`config.mk`:
```
export PLATFORM = sky130hd
export DESIGN_NAME = vpm_regs
export DESIGN_NICKNAME = d
export VERILOG_FILES = /design/src/include/vpm_pkg.sv /design/src/verilog/vpm_regs.sv /design/src/verilog/vpm_map_reg.sv
export SDC_FILE = /design/constraint.sdc
export NUM_CORES = 1
export LEC_CHECK = 0
export ABC_AREA = 1
export BUFFER_PORTS_ARGS = -buffer_cell sky130_fd_sc_hd__buf_2
export CAP_MARGIN = 20
export CORE_UTILIZATION = 27
export CTS_CLUSTER_SIZE = 24
export DETAILED_ROUTE_END_ITERATION = 10
export PLACE_DENSITY_LB_ADDON = 0.15
export SLEW_MARGIN = 20
export SYNTH_ARGS = -nofsm -noshare
export SYNTH_HDL_FRONTEND = slang
export SYNTH_SLANG_ARGS = --single-unit
```
`constraint.sdc`:
```
create_clock -name clk_sys -period 6.45 [get_ports clk_sys]
set_input_delay 0.3225 -clock clk_sys [delete_from_list [all_inputs] [get_ports clk_sys]]
set_output_delay 0.3225 -clock clk_sys [all_outputs]
set_load 0.02 [all_outputs]
```
`src/include/vpm_pkg.sv`:
```
// constants and types shared by the partition id map register bank
package vpm_pkg;
	localparam int MAP_WIDTH = 64;
	localparam int PID_WIDTH = 16;
	localparam int VALID_BITS = 32;

	// system register encoding of the map registers
	localparam logic [1:0] ENC_OP0 = 2'h3;
	localparam logic [2:0] ENC_OP1 = 3'h4;
	localparam logic [3:0] ENC_CRN = 4'ha;
	localparam logic [3:0] ENC_CRM = 4'h6;
	localparam logic [2:0] ENC_OP2_MAP1 = 3'h1;
	localparam logic [2:0] ENC_OP2_MAP2 = 3'h2;

	// a map register exists when the highest index exceeds this value
	localparam logic [2:0] MAP1_MIN_INDEX = 3'h0;
	localparam logic [2:0] MAP2_MIN_INDEX = 3'h1;

	// offsets in the nested virtualisation memory page
	localparam logic [11:0] MEM_OFFSET_MAP1 = 12'h948;
	localparam logic [11:0] MEM_OFFSET_MAP2 = 12'h950;

	localparam logic [5:0] TRAP_CLASS = 6'h18;

	localparam logic [1:0] PRIV_LEVEL0 = 2'h0;
	localparam logic [1:0] PRIV_LEVEL1 = 2'h1;
	localparam logic [1:0] PRIV_LEVEL2 = 2'h2;
	localparam logic [1:0] PRIV_LEVEL3 = 2'h3;

	// virtual ids 4..7 and 8..11 as groups of bits [4:2]
	localparam logic [2:0] MAP1_VID_GROUP = 3'h1;
	localparam logic [2:0] MAP2_VID_GROUP = 3'h2;
	localparam logic [10:0] VID_HIGH_ZERO = 11'h000;

	// values after reset of the answer and translation outputs
	localparam logic [63:0] DATA_RST = 64'h0;
	localparam logic [15:0] PID_RST = 16'h0;
	localparam logic [11:0] OFFSET_RST = 12'h000;
	localparam logic [5:0] CLASS_RST = 6'h00;

	typedef enum logic [3:0] {
		VPM_RES_DIRECT = 4'b0001,
		VPM_RES_UNDEF = 4'b0010,
		VPM_RES_TRAP = 4'b0100,
		VPM_RES_MEM = 4'b1000
	} vpm_res_t;
endpackage

```
`src/verilog/vpm_regs.sv`:
```
// virtual partition id map registers 1 and 2 with access control
// Behaviour
// - map register 2 holds physical ids for virtual ids 8 to 11.
// - highest map register index input says which registers exist, up to 7.
// - index zero means only map register 0 exists here.
// - translate level1 ids only with level1 enable, level0 ids with level0.
// - entry n is used only when valid bit n is one.
// - map register 2 exists only with feature, control flag, index above 1.
// - no translation effect while the hypervisor level is disabled.
// - 64 bits; virtual 11 in 63:48 down to virtual 8 in 15:0.
// - mapping fields have unknown contents after reset.
// - encoding 3,4,10,6 with op2 1 or 2 selects map register 1 or 2.
// - any access at privilege level 0 is undefined.
// - level 1 with both nested bits redirects to memory 0x948 or 0x950.
// - level 1 nested bit only traps class 0x18 to 3 or 2; else undefined.
// - level 2 traps to 3 if enabled, else direct; level 3 always direct.
`timescale 1ns/1ps
module vpm_regs
(
	input wire logic clk_sys,
	input wire logic rst,
	input wire logic req_valid,
	input wire logic req_write,
	input wire logic [1:0] req_op0,
	input wire logic [2:0] req_op1,
	input wire logic [3:0] req_crn,
	input wire logic [3:0] req_crm,
	input wire logic [2:0] req_op2,
	input wire logic [63:0] req_wdata,
	input wire logic [1:0] current_level,
	input wire logic hypervisor_level_enabled,
	input wire logic nested_virt_bit,
	input wire logic nested_virt_memory_bit,
	input wire logic monitor_level_present,
	input wire logic trap_lower_levels,
	input wire logic feature_implemented,
	input wire logic has_hypervisor_control,
	input wire logic [2:0] highest_map_register_index,
	input wire logic level1_map_enable,
	input wire logic level0_map_enable,
	input wire logic [31:0] map_entry_valid_bits,
	input wire logic xlat_req,
	input wire logic xlat_from_level1,
	input wire logic [15:0] xlat_vid,
	output logic resp_valid_r,
	output vpm_pkg::vpm_res_t resp_kind_r,
	output logic [1:0] resp_trap_level_r,
	output logic [5:0] resp_trap_class_r,
	output logic [11:0] resp_mem_offset_r,
	output logic resp_write_r,
	output logic [63:0] resp_data_r,
	output logic xlat_valid_r,
	output logic xlat_hit_r,
	output logic [15:0] xlat_pid_r
);
	logic sel_enc;
	logic sel_map1;
	logic sel_map2;
	logic map1_present;
	logic map2_present;
	logic trap_high;
	vpm_pkg::vpm_res_t res_nxt;
	logic [1:0] trap_level_nxt;
	logic [11:0] mem_offset_nxt;
	logic direct_wr;
	logic direct_rd;
	logic [63:0] map1_value;
	logic [63:0] map2_value;
	logic [15:0] map1_field;
	logic [15:0] map2_field;
	logic vid_in_range;
	logic [2:0] vid_group;
	logic xlat_enabled;
	logic xlat_hit_nxt;
	logic [15:0] xlat_pid_nxt;

	// decode of the system register encoding
	assign sel_enc = req_valid && req_op0 == vpm_pkg::ENC_OP0
		&& req_op1 == vpm_pkg::ENC_OP1 && req_crn == vpm_pkg::ENC_CRN
		&& req_crm == vpm_pkg::ENC_CRM;
	assign sel_map1 = sel_enc && req_op2 == vpm_pkg::ENC_OP2_MAP1;
	assign sel_map2 = sel_enc && req_op2 == vpm_pkg::ENC_OP2_MAP2;

	// index zero leaves only register 0, so neither map here exists
	assign map1_present = feature_implemented && has_hypervisor_control
		&& highest_map_register_index > vpm_pkg::MAP1_MIN_INDEX;
	assign map2_present = feature_implemented && has_hypervisor_control
		&& highest_map_register_index > vpm_pkg::MAP2_MIN_INDEX;

	assign trap_high = monitor_level_present && trap_lower_levels;

	// access control outcome for a selected map register
	always_comb
	begin
		res_nxt = vpm_pkg::VPM_RES_UNDEF;
		trap_level_nxt = vpm_pkg::PRIV_LEVEL2;
		mem_offset_nxt = sel_map2 ? vpm_pkg::MEM_OFFSET_MAP2
			: vpm_pkg::MEM_OFFSET_MAP1;
		if ((sel_map1 && !map1_present) || (sel_map2 && !map2_present))
			res_nxt = vpm_pkg::VPM_RES_UNDEF;
		else
		begin
			unique case (current_level)
				vpm_pkg::PRIV_LEVEL0:
					res_nxt = vpm_pkg::VPM_RES_UNDEF;
				vpm_pkg::PRIV_LEVEL1:
				begin
					if (hypervisor_level_enabled && nested_virt_bit
						&& nested_virt_memory_bit)
						res_nxt = vpm_pkg::VPM_RES_MEM;
					else if (hypervisor_level_enabled && nested_virt_bit)
					begin
						res_nxt = vpm_pkg::VPM_RES_TRAP;
						trap_level_nxt = trap_high ? vpm_pkg::PRIV_LEVEL3
							: vpm_pkg::PRIV_LEVEL2;
					end
					else
						res_nxt = vpm_pkg::VPM_RES_UNDEF;
				end
				vpm_pkg::PRIV_LEVEL2:
				begin
					if (trap_high)
					begin
						res_nxt = vpm_pkg::VPM_RES_TRAP;
						trap_level_nxt = vpm_pkg::PRIV_LEVEL3;
					end
					else
						res_nxt = vpm_pkg::VPM_RES_DIRECT;
				end
				vpm_pkg::PRIV_LEVEL3:
					res_nxt = vpm_pkg::VPM_RES_DIRECT;
			endcase
		end
	end

	assign direct_wr = (sel_map1 || sel_map2) && req_write
		&& res_nxt == vpm_pkg::VPM_RES_DIRECT;
	assign direct_rd = (sel_map1 || sel_map2) && !req_write
		&& res_nxt == vpm_pkg::VPM_RES_DIRECT;

	vpm_map_reg u_map1
	(
		.clk_sys(clk_sys),
		.wr_en(direct_wr && sel_map1),
		.wr_data(req_wdata),
		.field_sel(xlat_vid[1:0]),
		.value(map1_value),
		.field(map1_field)
	);

	vpm_map_reg u_map2
	(
		.clk_sys(clk_sys),
		.wr_en(direct_wr && sel_map2),
		.wr_data(req_wdata),
		.field_sel(xlat_vid[1:0]),
		.value(map2_value),
		.field(map2_field)
	);

	// answer to every selected access, one cycle after the request
	always_ff @(posedge clk_sys or posedge rst)
	begin
		if (rst)
		begin
			resp_valid_r <= 1'b0;
			resp_kind_r <= vpm_pkg::VPM_RES_UNDEF;
			resp_trap_level_r <= vpm_pkg::PRIV_LEVEL0;
			resp_trap_class_r <= vpm_pkg::CLASS_RST;
			resp_mem_offset_r <= vpm_pkg::OFFSET_RST;
			resp_write_r <= 1'b0;
		end
		else
		begin
			resp_valid_r <= sel_map1 || sel_map2;
			resp_kind_r <= res_nxt;
			resp_trap_level_r <= trap_level_nxt;
			resp_trap_class_r <= vpm_pkg::TRAP_CLASS;
			resp_mem_offset_r <= mem_offset_nxt;
			resp_write_r <= req_write;
		end
	end

	// read data for direct reads, write data for memory redirected writes
	always_ff @(posedge clk_sys or posedge rst)
	begin
		if (rst)
			resp_data_r <= vpm_pkg::DATA_RST;
		else if (direct_rd)
			resp_data_r <= sel_map2 ? map2_value : map1_value;
		else if ((sel_map1 || sel_map2) && req_write
			&& res_nxt == vpm_pkg::VPM_RES_MEM)
			resp_data_r <= req_wdata;
		else
			resp_data_r <= vpm_pkg::DATA_RST;
	end

	// translation of virtual ids 4..11 to physical ids
	assign vid_group = xlat_vid[4:2];
	assign vid_in_range = xlat_vid[15:5] == vpm_pkg::VID_HIGH_ZERO
		&& ((vid_group == vpm_pkg::MAP1_VID_GROUP && map1_present)
		|| (vid_group == vpm_pkg::MAP2_VID_GROUP && map2_present));
	assign xlat_enabled = hypervisor_level_enabled
		&& (xlat_from_level1 ? level1_map_enable
		: level0_map_enable);

	always_comb
	begin
		xlat_hit_nxt = xlat_enabled && vid_in_range
			&& map_entry_valid_bits[xlat_vid[4:0]];
		if (xlat_hit_nxt)
			xlat_pid_nxt = vid_group == vpm_pkg::MAP2_VID_GROUP
				? map2_field : map1_field;
		else
			xlat_pid_nxt = xlat_vid;
	end

	always_ff @(posedge clk_sys or posedge rst)
	begin
		if (rst)
		begin
			xlat_valid_r <= 1'b0;
			xlat_hit_r <= 1'b0;
			xlat_pid_r <= vpm_pkg::PID_RST;
		end
		else
		begin
			xlat_valid_r <= xlat_req;
			xlat_hit_r <= xlat_req && xlat_hit_nxt;
			xlat_pid_r <= xlat_pid_nxt;
		end
	end
endmodule // vpm_regs

```
`src/verilog/vpm_map_reg.sv`:
```
// one 64-bit map register of four 16-bit physical id fields
`timescale 1ns/1ps
module vpm_map_reg
(
	input wire logic clk_sys,
	input wire logic wr_en,
	input wire logic [vpm_pkg::MAP_WIDTH-1:0] wr_data,
	input wire logic [1:0] field_sel,
	output logic [vpm_pkg::MAP_WIDTH-1:0] value,
	output logic [vpm_pkg::PID_WIDTH-1:0] field
);
	logic [vpm_pkg::MAP_WIDTH-1:0] map_r;

	// storage carries no reset: contents are unknown until written
	always_ff @(posedge clk_sys)
	begin
		if (wr_en)
			map_r <= wr_data;
	end

	assign value = map_r;

	// field n occupies bits [16n+15:16n]
	always_comb
	begin
		unique case (field_sel)
			2'h0: field = map_r[15:0];
			2'h1: field = map_r[31:16];
			2'h2: field = map_r[47:32];
			2'h3: field = map_r[63:48];
		endcase
	end
endmodule // vpm_map_reg

```
# Word level (Yosys, flattened, before mapping)
# Index checks and enable logic that the tools add are counted.
classes:
  muxes: 21
  reduce_logical: 37
  magnitude_cmp: 3
  n_eq_ne: 16
op_table:
  columns: ["cell", "n"]
  rows:
  - ["two-way mux 64 bit", 3]
  - ["case mux 16 bit (4 select lines)", 2]
  - ["two-way mux 16 bit", 2]
  - ["logical AND 1 bit", 28]
  - ["case mux 4 bit (4 select lines)", 1]
  - ["zero test 11 bit", 1]
  - ["equality test 2 bit, second input constant", 5]
  - ["equality test 4 bit, second input constant", 2]
  - ["two-way mux 4 bit", 2]
  - ["equality test 3 x 1 -> 1 bit, second input constant", 2]
  - ["equality test 3 x 2 -> 1 bit, second input constant", 2]
  - ["> comparator 3 x 1 -> 1 bit, second input constant", 2]
  - ["less-than comparator 5 x 6 -> 1 bit, second input constant", 1]
  - ["two-way mux 1 bit", 6]
  - ["two-way mux 3 bit", 2]
  - ["binary-select mux 1 bit (select 5 bit)", 1]
  - ["two-way mux 5 bit", 1]
  - ["equality test 2 x 1 -> 1 bit, second input constant", 2]
  - ["equality test 4 x 1 -> 1 bit, second input constant", 1]
  - ["equality test 4 x 3 -> 1 bit, second input constant", 1]
  - ["zero test 2 bit", 2]
  - ["equality test 3 bit, second input constant", 1]
  - ["zero test 1 bit", 3]
  - ["logical OR 1 bit", 3]
  - ["case mux 1 bit (2 select lines)", 1]
totals:
  input_bits: 148
  out_inout_bits: 108
  reg_bits: 231
  word_cells: 89

# Logic depth before layout (Yosys ltp)
# Gate-level depths: netlist (run 1).
depth:
  ltp_word: 13
  mapped_depth: 15
  ltp_nobuf: 14

# By module
# Synthesis (run 1) repeated with hierarchy kept, for this count alone.
unflattened:
  hier_cells: 1057
  area_unflattened_um2: 10462.5
modules_own_cells:
  columns: ["mod", "area_per_inst_um2", "seq_area_each_um2", "cells_per_inst", "instances"]
  rows:
  - ["vpm_regs", 5555.3, 2303.5, 741, 1]
  - ["vpm_map_reg", 2453.6, 1921.8, 158, 2]

# Worst setup path before layout (run 1)
# OpenSTA, ideal clock, no wires.
synth_timing:
  path_type: "in2reg"
  from: "in req_op1[1]"
  to: "reg u_map1.map_r (netlist bit u_map1.value[0]) (enable)"
  slack_ns: 2.017
  t_required_ns: 5.964
  setup_time_ns: 0.486
  arrival_ns: 3.947
  n_path_buf: 1
  stages: 7
  cell_sequence: "or2_0 -> nor2_1 -> nand4_1 -> o211ai_1 -> buf_4 -> nand3_1 -> nor2_1"
synth_between:
  elab_chain_cells: 11
  word_cells_on_any_way: 15
  cone_classes: "eq/ne: 2; mux: 1; reduce/logical: 12"
synth_lines:
  columns: ["item", "line_no", "rtl"]
  rows:
  - ["start, declared", "vpm_regs.sv:25", "input wire logic [2:0] req_op1,"]
  - ["equality test 3 bit *", "vpm_regs.sv:79", "&& req_op1 == vpm_pkg::ENC_OP1 && req_crn == vpm_pkg::ENC_CRN"]
  - ["logical AND 1 bit * (2 in a row)", "vpm_regs.sv:79", null]
  - ["logical AND 1 bit *", "vpm_regs.sv:80", "&& req_crm == vpm_pkg::ENC_CRM;"]
  - ["logical AND 1 bit (on tied branches)", "vpm_regs.sv:81, vpm_regs.sv:82", null]
  - ["logical AND 1 bit", "vpm_regs.sv:99", "if ((sel_map1 && !map1_present) || (sel_map2 && !map2_present))"]
  - ["logical OR 1 bit", "vpm_regs.sv:99", null]
  - ["two-way mux 4 bit", "vpm_regs.sv:99", null]
  - ["equality test 4 x 1 -> 1 bit", "vpm_regs.sv:137", "&& res_nxt == vpm_pkg::VPM_RES_DIRECT;"]
  - ["logical AND 1 bit", "vpm_regs.sv:137", null]
  - ["logical AND 1 bit *", "vpm_regs.sv:144", ".wr_en(direct_wr && sel_map1),"]
  - ["named net u_map1.wr_en", "vpm_map_reg.sv:6", "input wire logic wr_en,"]
  - ["end signal, assigned", "vpm_map_reg.sv:18", "map_r <= wr_data;"]
  - ["end, declared", "vpm_map_reg.sv:12", "logic [vpm_pkg::MAP_WIDTH-1:0] map_r;"]
# The timed path passes the listed nets; every way through them passes the cells marked *.
# A chain may end at the register's enable or synchronous reset.

# Worst setup path in the final report (run 1)
layout_timing:
  from: "in req_op1[1]"
  to: "reg u_map1.map_r (netlist bit u_map1.value[4]) (enable)"
# Same word-level chain as after synthesis.

==> parameters.txt, run 1 <==
Parameter                              Value

Global routing
  Maximum number of pins on one net before global-route repair ... 89
  Number of global-route vias before repair ... 8,295
  Residual overflow from global routing ... 0
  Global-route wire length before repair ... 53.1 mm
  Total routing usage reported by global routing ... 18.5%
  Number of antenna violations at the first check in global routing ... 2

Floorplanning
  Row cnt ... 70
  Core outline area ... 36,900 um^2
  Vert. Die Dim ... 196 um
  I/O pins ... 256
  DIE AREA ... 38,600 um^2
  Die boundary width ... 196 um
  Initial core utilization ... 27.7%

Synthesis
  Most used standard cell by instance count after synthesis ... sky130_fd_sc_hd__nand2_1
  Count of cell types in the netlist ... 36
  Post-synth top area share ... 37.6%
  Count of flip-flops with a built-in enable after synthesis ... 128
  Part of the Yosys area used for sequential elements ... 60.2%
  Post-Syn Area ... 10,200 um^2
  Cell count after synthesis ... 1,079
  Mean cell area of the mapped netlist ... 9.46 um^2
  Cell taking the most area after synthesis ... sky130_fd_sc_hd__edfxtp_1
  Number of storage elements in the synthesis netlist ... 220
  Largest cells by area after synthesis ... sky130_fd_sc_hd__edfxtp_1, sky130_fd_sc_hd__dfrtp_1, sky130_fd_sc_hd__nand2_1
  Yosys warnings ... 0
  Cell types with the highest counts after synthesis ... sky130_fd_sc_hd__nand2_1, sky130_fd_sc_hd__edfxtp_1, sky130_fd_sc_hd__inv_1, sky130_fd_sc_hd__o21ai_0, sky130_fd_sc_hd__dfrtp_1
  Most frequently used flop master after synthesis ... sky130_fd_sc_hd__edfxtp_1
  Share of flip-flops with an asynchronous set or reset ... 41.8%

STA
  Max-Slew Margin vs Limit ... 41.8%
  Actual slew at the worst max-slew pin ... 871 ps
  Worst hold margin ... 16.2 ps
  Setup repair after global routing missed its margin ... false
  Post-route clock skew ... 8.38 ps
  Shortest period the worst path allows ... 3460 ps
  Final hold viol count ... 0
  Post-route clock period utilization ... 53.7%
  Final count of pins violating max slew ... 0
  Final setup violating endpoints ... 0
  Maximum operating frequency ... 0.289 GHz
  Sum of negative setup slack ... 0 ps

Setup path
  Setup crit start ... req_op1[1]
  Worst Path Required ... 6600 ps
  Type of the setup path with the least slack ... in2reg
  Critical Path Start Type ... input pin
  Top fanout value on the critical path ... 65
  Stage delay of the slowest cell on the critical path ... 670 ps
  Cell repeated most along the worst path ... sky130_fd_sc_hd__buf_4
  Cell breakdown of the critical path ... buf_2 -> or2_0 -> nor2_1 -> nand4_1 -> o211ai_1 -> buf_4 -> nand3_1 -> nor2_4 -> buf_4
  Launching point of the worst reg2reg path ... u_map1.value[3]
  CP Capture Type ... flop
  Crit path max-delay cell type ... sky130_fd_sc_hd__buf_4
  CP Data Arrival Time ... 3620 ps

CTS
  CTS tree ... built
  Number of buffers created by CTS ... 26
  Clk sink count ... 220
  Clock tree root buffer cell ... sky130_fd_sc_hd__clkbuf_16
  Clock slew seen by the registers of the worst setup and hold paths ... 60 ps
  H-tree level count ... 1
  Worst-skew pair later-pin latency ... 530 ps
  Maximum count of clock buffers along a single path ... 3

Hold path
  Path class of the lowest-slack min-delay path ... in2reg
  Hold Startpoint ... req_wdata[50]

Pwr
  Power per cell area ... 250 nW/um^2
  Lkg Pwr ... 6.17 nW
  Worst IR drop on VDD ... 194 uV

Placement
  Final weighted congestion of routability-driven global placement ... 0.901
  Count of buffers inserted at the top-level ports ... 228
  Placed Area ... 11,700 um^2
  Dpl hpwl ... 26.0 mm

Route
  Antenna Nets Post-Route ... 0
  Total DRC errors in the routed layout ... 0
  Number of vias after detailed routing ... 8,442
  First-iteration detailed-routing DRC count ... 594
  Per-cell via count in the routed design ... 4.63
  Detailed-route wire length per cell ... 19.6 um
  Drt pass-1 iters ... 5
  Routed wire length ... 35.7 mm

Finish
  Synth-to-Final Area Change ... 25.3%
  Number of nets at the end of the flow ... 1,451
  Number of antenna cells inserted ... 0
  Area of all placed cells without fillers ... 12,800 um^2
  Proportion of layout cells with a drive suffix above 1 ... 22.9%
  Filler cell count ... 3,920
  Post-layout util ... 34.7%

Job
  Max-Cap Viols ... 0

Outcome
  Outcome ... complete, no violations
==> kinds of logic after synthesis <==
group | count (synthesis) | synth area share [%]
muxes | 1 | 0.110
AOI/OAI and AO/OA | 153 | 7.95
DFF | 220 | 60.2
and+or+nand+nor | 485 | 21.8
buffers and inverters | 214 | 9.36
other | 2 | 0.0736
adders and majority gates | 4 | 0.490
==> sequential cells by signal (all words and copies together), names as in the netlist, 3 cells and up <==
signal,count
resp_data_r,64
u_map1.value,64
u_map2.value,64
xlat_pid_r,16
resp_kind_r,4
resp_mem_offset_r,3
==> repair_timing <==
item / CTS / global route
setup buffers: 0 / 0
hold buffers: 23 / 3
hold endpoints to repair: 86 / 5
resized for setup: 0 / 0
==> report_power, final <==
| group | total (W) | internal, W | switching, W |
|---|---|---|---|
| sequential | 0.00150 | 0.00150 | 0.00000207 |
| combinational | 0.000232 | 0.0000742 | 0.000157 |
| clock | 0.00146 | 0.000877 | 0.000582 |
| total | 0.00319 | 0.00245 | 0.000741 |
==> path summary, 6_finish.rpt <==
path,slack [ps],depth (start not counted),end
setup reg to reg,4650,6,xlat_pid_r[3]
hold / removal,20,1,u_map1.value[50]
min in group asynchronous,450,3,resp_mem_offset_r[8]
max in group asynchronous,4910,4,resp_kind_r[2]
setup / recovery,2990,9,u_map1.value[4]
hold reg to reg,670,4,resp_data_r[22]
==> area by class of cell <==
type	count	area [um^2]	area share, %
clock buffer	37	743	5.81
clock inverter	11	104	0.812
inverter	131	494	3.86
multi-input combinational	655	3190	24.9
sequential	220	6150	48.1
tap	504	631	4.93
timing repair buffer	265	1480	11.6
==> layer usage <==
metal	vias up	global-route usage (%)	wire length, um
met1	4030	24.9	15200
met5	-	0	33
met3	42	3.87	3010
met2	318	30.6	16900
met4	4	3.73	576
li1	4048	-	-
==> cell usage in the layout, fill, tap and decap left out, types with 4 or more instances in the layout <==
cell type	count
sky130_fd_sc_hd__o21ai_1	9
sky130_fd_sc_hd__nand3_1	81
sky130_fd_sc_hd__a21oi_1	20
sky130_fd_sc_hd__buf_2	228
sky130_fd_sc_hd__nor2_4	6
sky130_fd_sc_hd__clkinv_2	5
sky130_fd_sc_hd__clkbuf_16	27
sky130_fd_sc_hd__o21ai_0	104
sky130_fd_sc_hd__edfxtp_1	128
sky130_fd_sc_hd__nor2_1	30
sky130_fd_sc_hd__nand3_2	10
sky130_fd_sc_hd__nor3_1	4
sky130_fd_sc_hd__conb_1	12
sky130_fd_sc_hd__inv_1	126
sky130_fd_sc_hd__nand4_1	80
sky130_fd_sc_hd__clkbuf_1	7
sky130_fd_sc_hd__dfrtp_1	91
sky130_fd_sc_hd__nand2_1	269
sky130_fd_sc_hd__dlygate4sd3_1	26
sky130_fd_sc_hd__ha_1	4
sky130_fd_sc_hd__buf_4	11
sky130_fd_sc_hd__o22ai_1	7
sky130_fd_sc_hd__clkinv_1	4
==> critical path: cells and delay by family <==
family,cells,cell delay [ps]
simple gates,5,1600
buf+inv,3,1430
compound gates,1,180
==> metrics by stage <==
stage	power, W	setup slack, ps	cells
global placement	0.00175	2510	1749
floorplan	0.00165	2020	1089
CTS	0.00323	3020	1820
detailed placement	0.00175	2470	1749
finish	0.00319	2990	1823
global route	0.00331	2750	1823
Note: power is estimated with default switching activity, not from simulation.
==> run 2, diff against run 1 <==
Settings changed: ABC_AREA 1 to 0.
Clock period 6.45 ns to 3.3 ns, I/O delays scaled along.
==> parameters.txt, run 2 <==
Parameter                              Value

STA
  Final count of pins violating max slew ... 0 (unchanged)
  Sum of negative setup slack ... 0 ps (unchanged)
  Post-route clock skew ... 8.17 ps (-0.208 ps)
  Shortest period the worst path allows ... 2240 ps
  Setup repair after global routing missed its margin ... false
  Final setup violating endpoints ... 0 (unchanged)
  Final hold viol count ... 0 (unchanged)
  Max-Slew Margin vs Limit ... 50.1% (+8.3 points)
  Actual slew at the worst max-slew pin ... 749 ps (-122 ps)
  Maximum operating frequency ... 0.447 GHz
  Post-route clock period utilization ... 67.7%

Placement
  Count of buffers inserted at the top-level ports ... 228 (unchanged)
  Final weighted congestion of routability-driven global placement ... 0.835 (-7.3%)
  Dpl hpwl ... 16.6 mm (-36%)
  Total placed cells including tap cells ... 1,189 (-32%)

Synthesis
  Part of the Yosys area used for sequential elements ... 66.0% (+5.7 points)
  Largest cells by area after synthesis ... sky130_fd_sc_hd__edfxtp_1, sky130_fd_sc_hd__dfrtp_1, sky130_fd_sc_hd__mux2i_1
  Post-synth top area share ... 41.2% (+3.6 points)
  Most frequently used flop master after synthesis ... sky130_fd_sc_hd__edfxtp_1
  Share of flip-flops with an asynchronous set or reset ... 41.8% (unchanged)
  Cell count after synthesis ... 539 (-50%)
  Cell types with the highest counts after synthesis ... sky130_fd_sc_hd__edfxtp_1, sky130_fd_sc_hd__dfrtp_1, sky130_fd_sc_hd__mux2i_1, sky130_fd_sc_hd__o2bb2ai_1, sky130_fd_sc_hd__mux4_2
  Mean cell area of the mapped netlist ... 17.3 um^2 (+83%)
  Post-Syn Area ... 9320 um^2 (-8.7%)
  Yosys warnings ... 0 (unchanged)
  Cell taking the most area after synthesis ... sky130_fd_sc_hd__edfxtp_1
  Count of flip-flops with a built-in enable after synthesis ... 128 (unchanged)
  Most used standard cell by instance count after synthesis ... sky130_fd_sc_hd__edfxtp_1
  Number of storage elements in the synthesis netlist ... 220 (unchanged)
  Count of cell types in the netlist ... 45 (+25%)

Floorplanning
  I/O pins ... 256 (unchanged)
  DIE AREA ... 35,300 um^2 (-8.6%)
  Vert. Die Dim ... 188 um (-4.4%)
  Core outline area ... 33,800 um^2 (-8.4%)
  Row cnt ... 67 (-4.3%)
  Die boundary width ... 188 um (-4.4%)
  Initial core utilization ... 27.6% (-0.10 points)

Setup path
  Worst Path Required ... 3740 ps (-2860 ps)
  Top fanout value on the critical path ... 13 (-80%)
  CP Capture Type ... flop
  Type of the setup path with the least slack ... in2reg
  CP Data Arrival Time ... 2670 ps (-950 ps)
  Critical Path Start Type ... input pin

CTS
  Clock tree root buffer cell ... sky130_fd_sc_hd__clkbuf_16
  Maximum count of clock buffers along a single path ... 3 (unchanged)
  Clock slew seen by the registers of the worst setup and hold paths ... 60 ps (about the same)
  Number of buffers created by CTS ... 25 (-3.8%)
  # resized after CTS ... 0 (unchanged)
  Clk sink count ... 220 (unchanged)
  Number of buffers inserted by hold repair at cts ... 87 (+280%)
  Post-CTS setup buffers ... 0 (unchanged)
  Worst-skew pair later-pin latency ... 520 ps (about the same)
  H-tree level count ... 1 (unchanged)
  CTS tree ... built

Route
  Number of vias after detailed routing ... 5,989 (-29%)
  First-iteration detailed-routing DRC count ... 201 (-66%)
  Antenna Nets Post-Route ... 0 (unchanged)
  Detailed-route wire length per cell ... 19.4 um (-1.1%)
  Drt pass-1 iters ... 4 (-1)
  Routed wire length ... 25.6 mm (-28%)
  Total DRC errors in the routed layout ... 0 (unchanged)
  Per-cell via count in the routed design ... 4.54 (-2.0%)

Finish
  Synth-to-Final Area Change ... 35.7%
  Post-Layout Cell Count ... 1,320 (-28%)
  Post-layout util ... 37.4% (+2.7 points)
  Proportion of layout cells with a drive suffix above 1 ... 39.6% (+17 points)
  Number of nets at the end of the flow ... 1,007 (-31%)
  Number of antenna cells inserted ... 0 (unchanged)
  Most common cell after layout, fill and taps aside ... sky130_fd_sc_hd__buf_2
  Most frequent cells in the layout ... sky130_fd_sc_hd__buf_2, sky130_fd_sc_hd__edfxtp_1, sky130_fd_sc_hd__dfrtp_1

Hold path
  Path class of the lowest-slack min-delay path ... in2reg

Global routing
  Number of antenna violations at the first check in global routing ... 0 (-2)
  Global-route wire length before repair ... 39.7 mm (-25%)
  Total routing usage reported by global routing ... 14.6% (-3.9 points)
  Number of global-route vias before repair ... 6,614 (-20%)
  Residual overflow from global routing ... 0 (unchanged)
  Maximum number of pins on one net before global-route repair ... 67 (-25%)

Pwr
  Worst IR drop on VDD ... 318 uV (+64%)
  Power per cell area ... 491 nW/um^2 (+97%)
  Lkg Pwr ... 5.63 nW (-8.8%)

Outcome
  Outcome ... complete, no violations

Job
  Max-Cap Viols ... 0 (unchanged)
run 2: cell types whose count changed after synthesis, sizes merged, moves of 23 or more:
| cell | previous run | this run |
|---|---|---|
| clkbuf | 31 | 8 |
| inv | 130 | 6 |
| mux2i | 0 | 81 |
| mux4 | 0 | 34 |
| nand2 | 269 | 5 |
| nand3 | 92 | 3 |
| nand4 | 80 | 3 |
| nor2 | 36 | 8 |
| o21ai | 114 | 1 |
| o2bb2ai | 0 | 64 |
run 2: where the power goes:
group | internal [W] | switching (W) | total [W]
clock network | 0.00172 | 0.00112 | 0.00284
logic | 0.000213 | 0.000215 | 0.000427
registers | 0.00293 | 0.00000475 | 0.00294
run 2: area by class of cell:
class / count / area (um^2)
clock buffer: 27 / 643
clock inverter: 17 / 194
fill: 3207 / 21100
inverter: 6 / 25.0
multi-input combinational: 274 / 2900
sequential: 220 / 6150
tap: 448 / 561
timing repair buffer: 328 / 2170
run 2: worst paths after layout:
check	startpoint	cells past startpoint	slack [ps]	to
max in group asynchronous	rst	4	2120	resp_kind_r[1]
hold reg to reg	u_map2.value[30]	2	560	resp_data_r[30]
setup / recovery	xlat_vid[7]	9	1060	xlat_pid_r[5]
min in group asynchronous	rst	3	340	resp_data_r[28]
setup reg to reg	u_map2.value[19]	3	1710	xlat_pid_r[3]
hold / removal	xlat_vid[2]	2	60	xlat_pid_r[2]
run 2: per-stage QoR:
stage	hold slack, ps	total power (W)	area, um^2	setup WS [ps]
2_1_floorplan	196	0.00318	9380	189
3_3_place_gp	295	0.00333	10900	893
3_5_place_dp	298	0.00334	10900	809
4_1_cts	33.4	0.00632	12600	1000
5_1_grt	57.3	0.00647	12600	839
6_report	64.7	0.00620	12600	1060
run 2: cell families (layout without fill, tap and decap cells):
kind of cell	Yosys count	in the layout	synth area share, %
adders and majority gates	4	4	0.537
buffers and inverters	55	378	3.61
other	2	12	0.0806
and+or+nand+nor	44	44	2.75
AOI/OAI and AO/OA	89	89	8.74
DFF	220	220	66.0
muxes	125	125	18.3
run 2: per-layer routing:
layer  global-route usage (%)  wire length, um
met5                        0                0
met1                     19.5            11200
met3                     2.45             1340
met2                     24.8            12600
met4                     3.47              452
run 2: worst max-delay path, cell delays in order:
cell and delay (ps):
sky130_fd_sc_hd__dlygate4sd3_1 560, sky130_fd_sc_hd__buf_2 140, sky130_fd_sc_hd__nor4_1 410, sky130_fd_sc_hd__buf_4 210
sky130_fd_sc_hd__nand4b_1 190, sky130_fd_sc_hd__a2111oi_4 360, sky130_fd_sc_hd__o21ai_2 190, sky130_fd_sc_hd__buf_4 250
sky130_fd_sc_hd__o21bai_1 170
==> run 3, diff against run 2 <==
Settings changed: ABC_AREA 0 to 1.
Clock period 3.3 ns to 2.05 ns, I/O delays scaled along.
==> parameters.txt, run 3 (same netlist as run 1, synthesis figures left out) <==
Parameter                              Value

Floorplanning
  Initial core utilization ... 27.7% (+0.10 points)
  Row cnt ... 70 (+4.5%)
  Core outline area ... 36,900 um^2 (+9.1%)
  I/O pins ... 256 (unchanged)
  DIE AREA ... 38,600 um^2 (+9.4%)
  Vert. Die Dim ... 196 um (+4.6%)
  Die boundary width ... 196 um (+4.6%)

CTS
  Maximum count of clock buffers along a single path ... 3 (unchanged)
  Worst-skew pair later-pin latency ... 540 ps (+20 ps)
  Clock slew seen by the registers of the worst setup and hold paths ... 60 ps (about the same)
  H-tree level count ... 1 (unchanged)
  Number of buffers inserted by hold repair at cts ... 86 (-1.1%)
  Number of buffers created by CTS ... 26 (+4.0%)
  CTS tree ... built
  Clock tree root buffer cell ... sky130_fd_sc_hd__clkbuf_16
  Clk sink count ... 220 (unchanged)
  # resized after CTS ... 0 (unchanged)
  Post-CTS setup buffers ... 0 (unchanged)

Pwr
  Lkg Pwr ... 6.64 nW (+18%)
  Worst IR drop on VDD ... 580 uV (+82%)
  Power per cell area ... 719 nW/um^2 (+47%)

Route
  Detailed-route wire length per cell ... 18.9 um (-2.4%)
  Number of vias after detailed routing ... 8,632 (+44%)
  Per-cell via count in the routed design ... 4.50 (-0.91%)
  Total DRC errors in the routed layout ... 0 (unchanged)
  Drt pass-1 iters ... 7 (+3)
  Antenna Nets Post-Route ... 0 (unchanged)
  First-iteration detailed-routing DRC count ... 550 (+170%)
  Routed wire length ... 36.3 mm (+42%)

Setup path
  Type of the setup path with the least slack ... in2reg
  Launching point of the worst reg2reg path ... u_map2.value[29]
  CP Capture Type ... flop
  Critical Path Start Type ... input pin
  Top fanout value on the critical path ... 10 (-3)
  CP Data Arrival Time ... 2350 ps (-320 ps)
  Cell count of the worst reg-to-reg path ... 8 (+5)
  Worst Path Required ... 2510 ps (-1230 ps)
  Worst flop-to-flop path endpoint ... xlat_pid_r[13]
  Internal reg-to-reg setup slack ... 480 ps (-1230 ps)

Global routing
  Global-route wire length before repair ... 53.9 mm (+36%)
  Number of global-route vias before repair ... 8,789 (+33%)
  Total routing usage reported by global routing ... 18.7% (+4.1 points)
  Maximum number of pins on one net before global-route repair ... 104 (+55%)
  Number of antenna violations at the first check in global routing ... 0 (unchanged)
  Residual overflow from global routing ... 0 (unchanged)

STA
  Post-route clock period utilization ... 92.6%
  Worst setup margin ... 152 ps (-912 ps)
  Final count of pins violating max slew ... 0 (unchanged)
  Shortest period the worst path allows ... 1900 ps
  Actual slew at the worst max-slew pin ... 549 ps (-200 ps)
  Max-Slew Margin vs Limit ... 63.4% (+13 points)
  Post-route clock skew ... 20.9 ps (+12.7 ps)
  Maximum operating frequency ... 0.527 GHz
  Sum of negative setup slack ... 0 ps (unchanged)
  Final setup violating endpoints ... 0 (unchanged)
  Final hold viol count ... 0 (unchanged)
  Setup repair after global routing missed its margin ... false
  Worst hold margin ... 24.2 ps (-40.5 ps)

Finish
  Most frequent cells in the layout ... sky130_fd_sc_hd__nand2_1, sky130_fd_sc_hd__buf_2, sky130_fd_sc_hd__edfxtp_1
  Synth-to-Final Area Change ... 35.9%
  Most common cell after layout, fill and taps aside ... sky130_fd_sc_hd__nand2_1
  Proportion of layout cells with a drive suffix above 1 ... 23.9% (-16 points)
  Number of antenna cells inserted ... 0 (unchanged)
  Post-Layout Cell Count ... 1,920 (+45%)
  Area used by sequential logic in the layout ... 6150 um^2 (unchanged)
  Number of nets at the end of the flow ... 1,549 (+54%)
  Area of all placed cells without fillers ... 13,900 um^2 (+9.7%)
  Footprint of the multi-input gates ... 3200 um^2 (+10%)
  Filler cell count ... 3,776 (+18%)

Hold path
  Path class of the lowest-slack min-delay path ... in2reg
  Worst Hold Path EP ... resp_kind_r[1]
  Hold Startpoint ... req_op2[2]
  Cell depth of the worst hold path ... 5 (+3)

Outcome
  Outcome ... complete, no violations

Placement
  Count of buffers inserted at the top-level ports ... 228 (unchanged)
  Dpl hpwl ... 26.9 mm (+62%)
  Final weighted congestion of routability-driven global placement ... 0.938 (+12%)
  Placed Area ... 12,200 um^2 (+12%)
  Worst setup slack before clock tree synthesis ... 52.6 ps (-756 ps)
  Total placed cells including tap cells ... 1,787 (+50%)

Job
  Max-Cap Viols ... 0 (unchanged)
## run 3: metal layers
metal	vias up	part of all wire, %	track usage, %
met2	292	48	31.8
met3	41	5.9	2.96
met4	0	1.6	3.94
li1	4246	-	-
met1	4053	45	25.2
met5	-	0	0
## run 3: area by class of cell
class / instances / share of cell area (%)
timing repair buffer: 363 / 18.7
inverter: 131 / 3.57
multi-input combinational: 655 / 23.1
tap: 504 / 4.54
clock inverter: 7 / 0.243
sequential: 220 / 44.3
clock buffer: 40 / 5.59
## run 3: power breakdown
part | internal [W] | switching [W] | leakage, nW
Clock | 0.00258 | 0.00180 | 0.394
Sequential | 0.00472 | 0.00000694 | 2.38
Combinational | 0.000349 | 0.000515 | 3.87
Total | 0.00765 | 0.00232 | 6.64
## run 3: worst max-delay path, stage by stage
cell and delay, ps:
sky130_fd_sc_hd__dlygate4sd3_1 540, sky130_fd_sc_hd__buf_2 140, sky130_fd_sc_hd__inv_1 110, sky130_fd_sc_hd__nand3_1 330, sky130_fd_sc_hd__inv_1 340, sky130_fd_sc_hd__o21ai_0 150, sky130_fd_sc_hd__o21ai_0 330, sky130_fd_sc_hd__inv_1 90
sky130_fd_sc_hd__nand3_1 100, sky130_fd_sc_hd__nand2_1 60, sky130_fd_sc_hd__inv_1 70
## run 3: how the worst max path moves through the flow
stage	startpoint	to	slack, ps	cells after the start
5_1_grt	xlat_vid[2]	xlat_pid_r[15]	30	11
2_1_floorplan	req_op1[1]	u_map1.value[0]	-390	7
3_3_place_gp	req_op1[1]	u_map1.value[30]	70	9
4_1_cts	xlat_vid[2]	xlat_pid_r[15]	210	11
3_5_place_dp	req_op1[1]	u_map1.value[26]	50	9
6_report	xlat_vid[2]	xlat_pid_r[15]	150	11
## run 3: metrics by stage
step	util [%]	power [W]
after floorplan	-	0.00518
after CTS	37.6	0.0101
after detailed placement	33.1	0.00555
after global routing	37.6	0.0104
after global placement	33.1	0.00555
final	37.6	0.00997
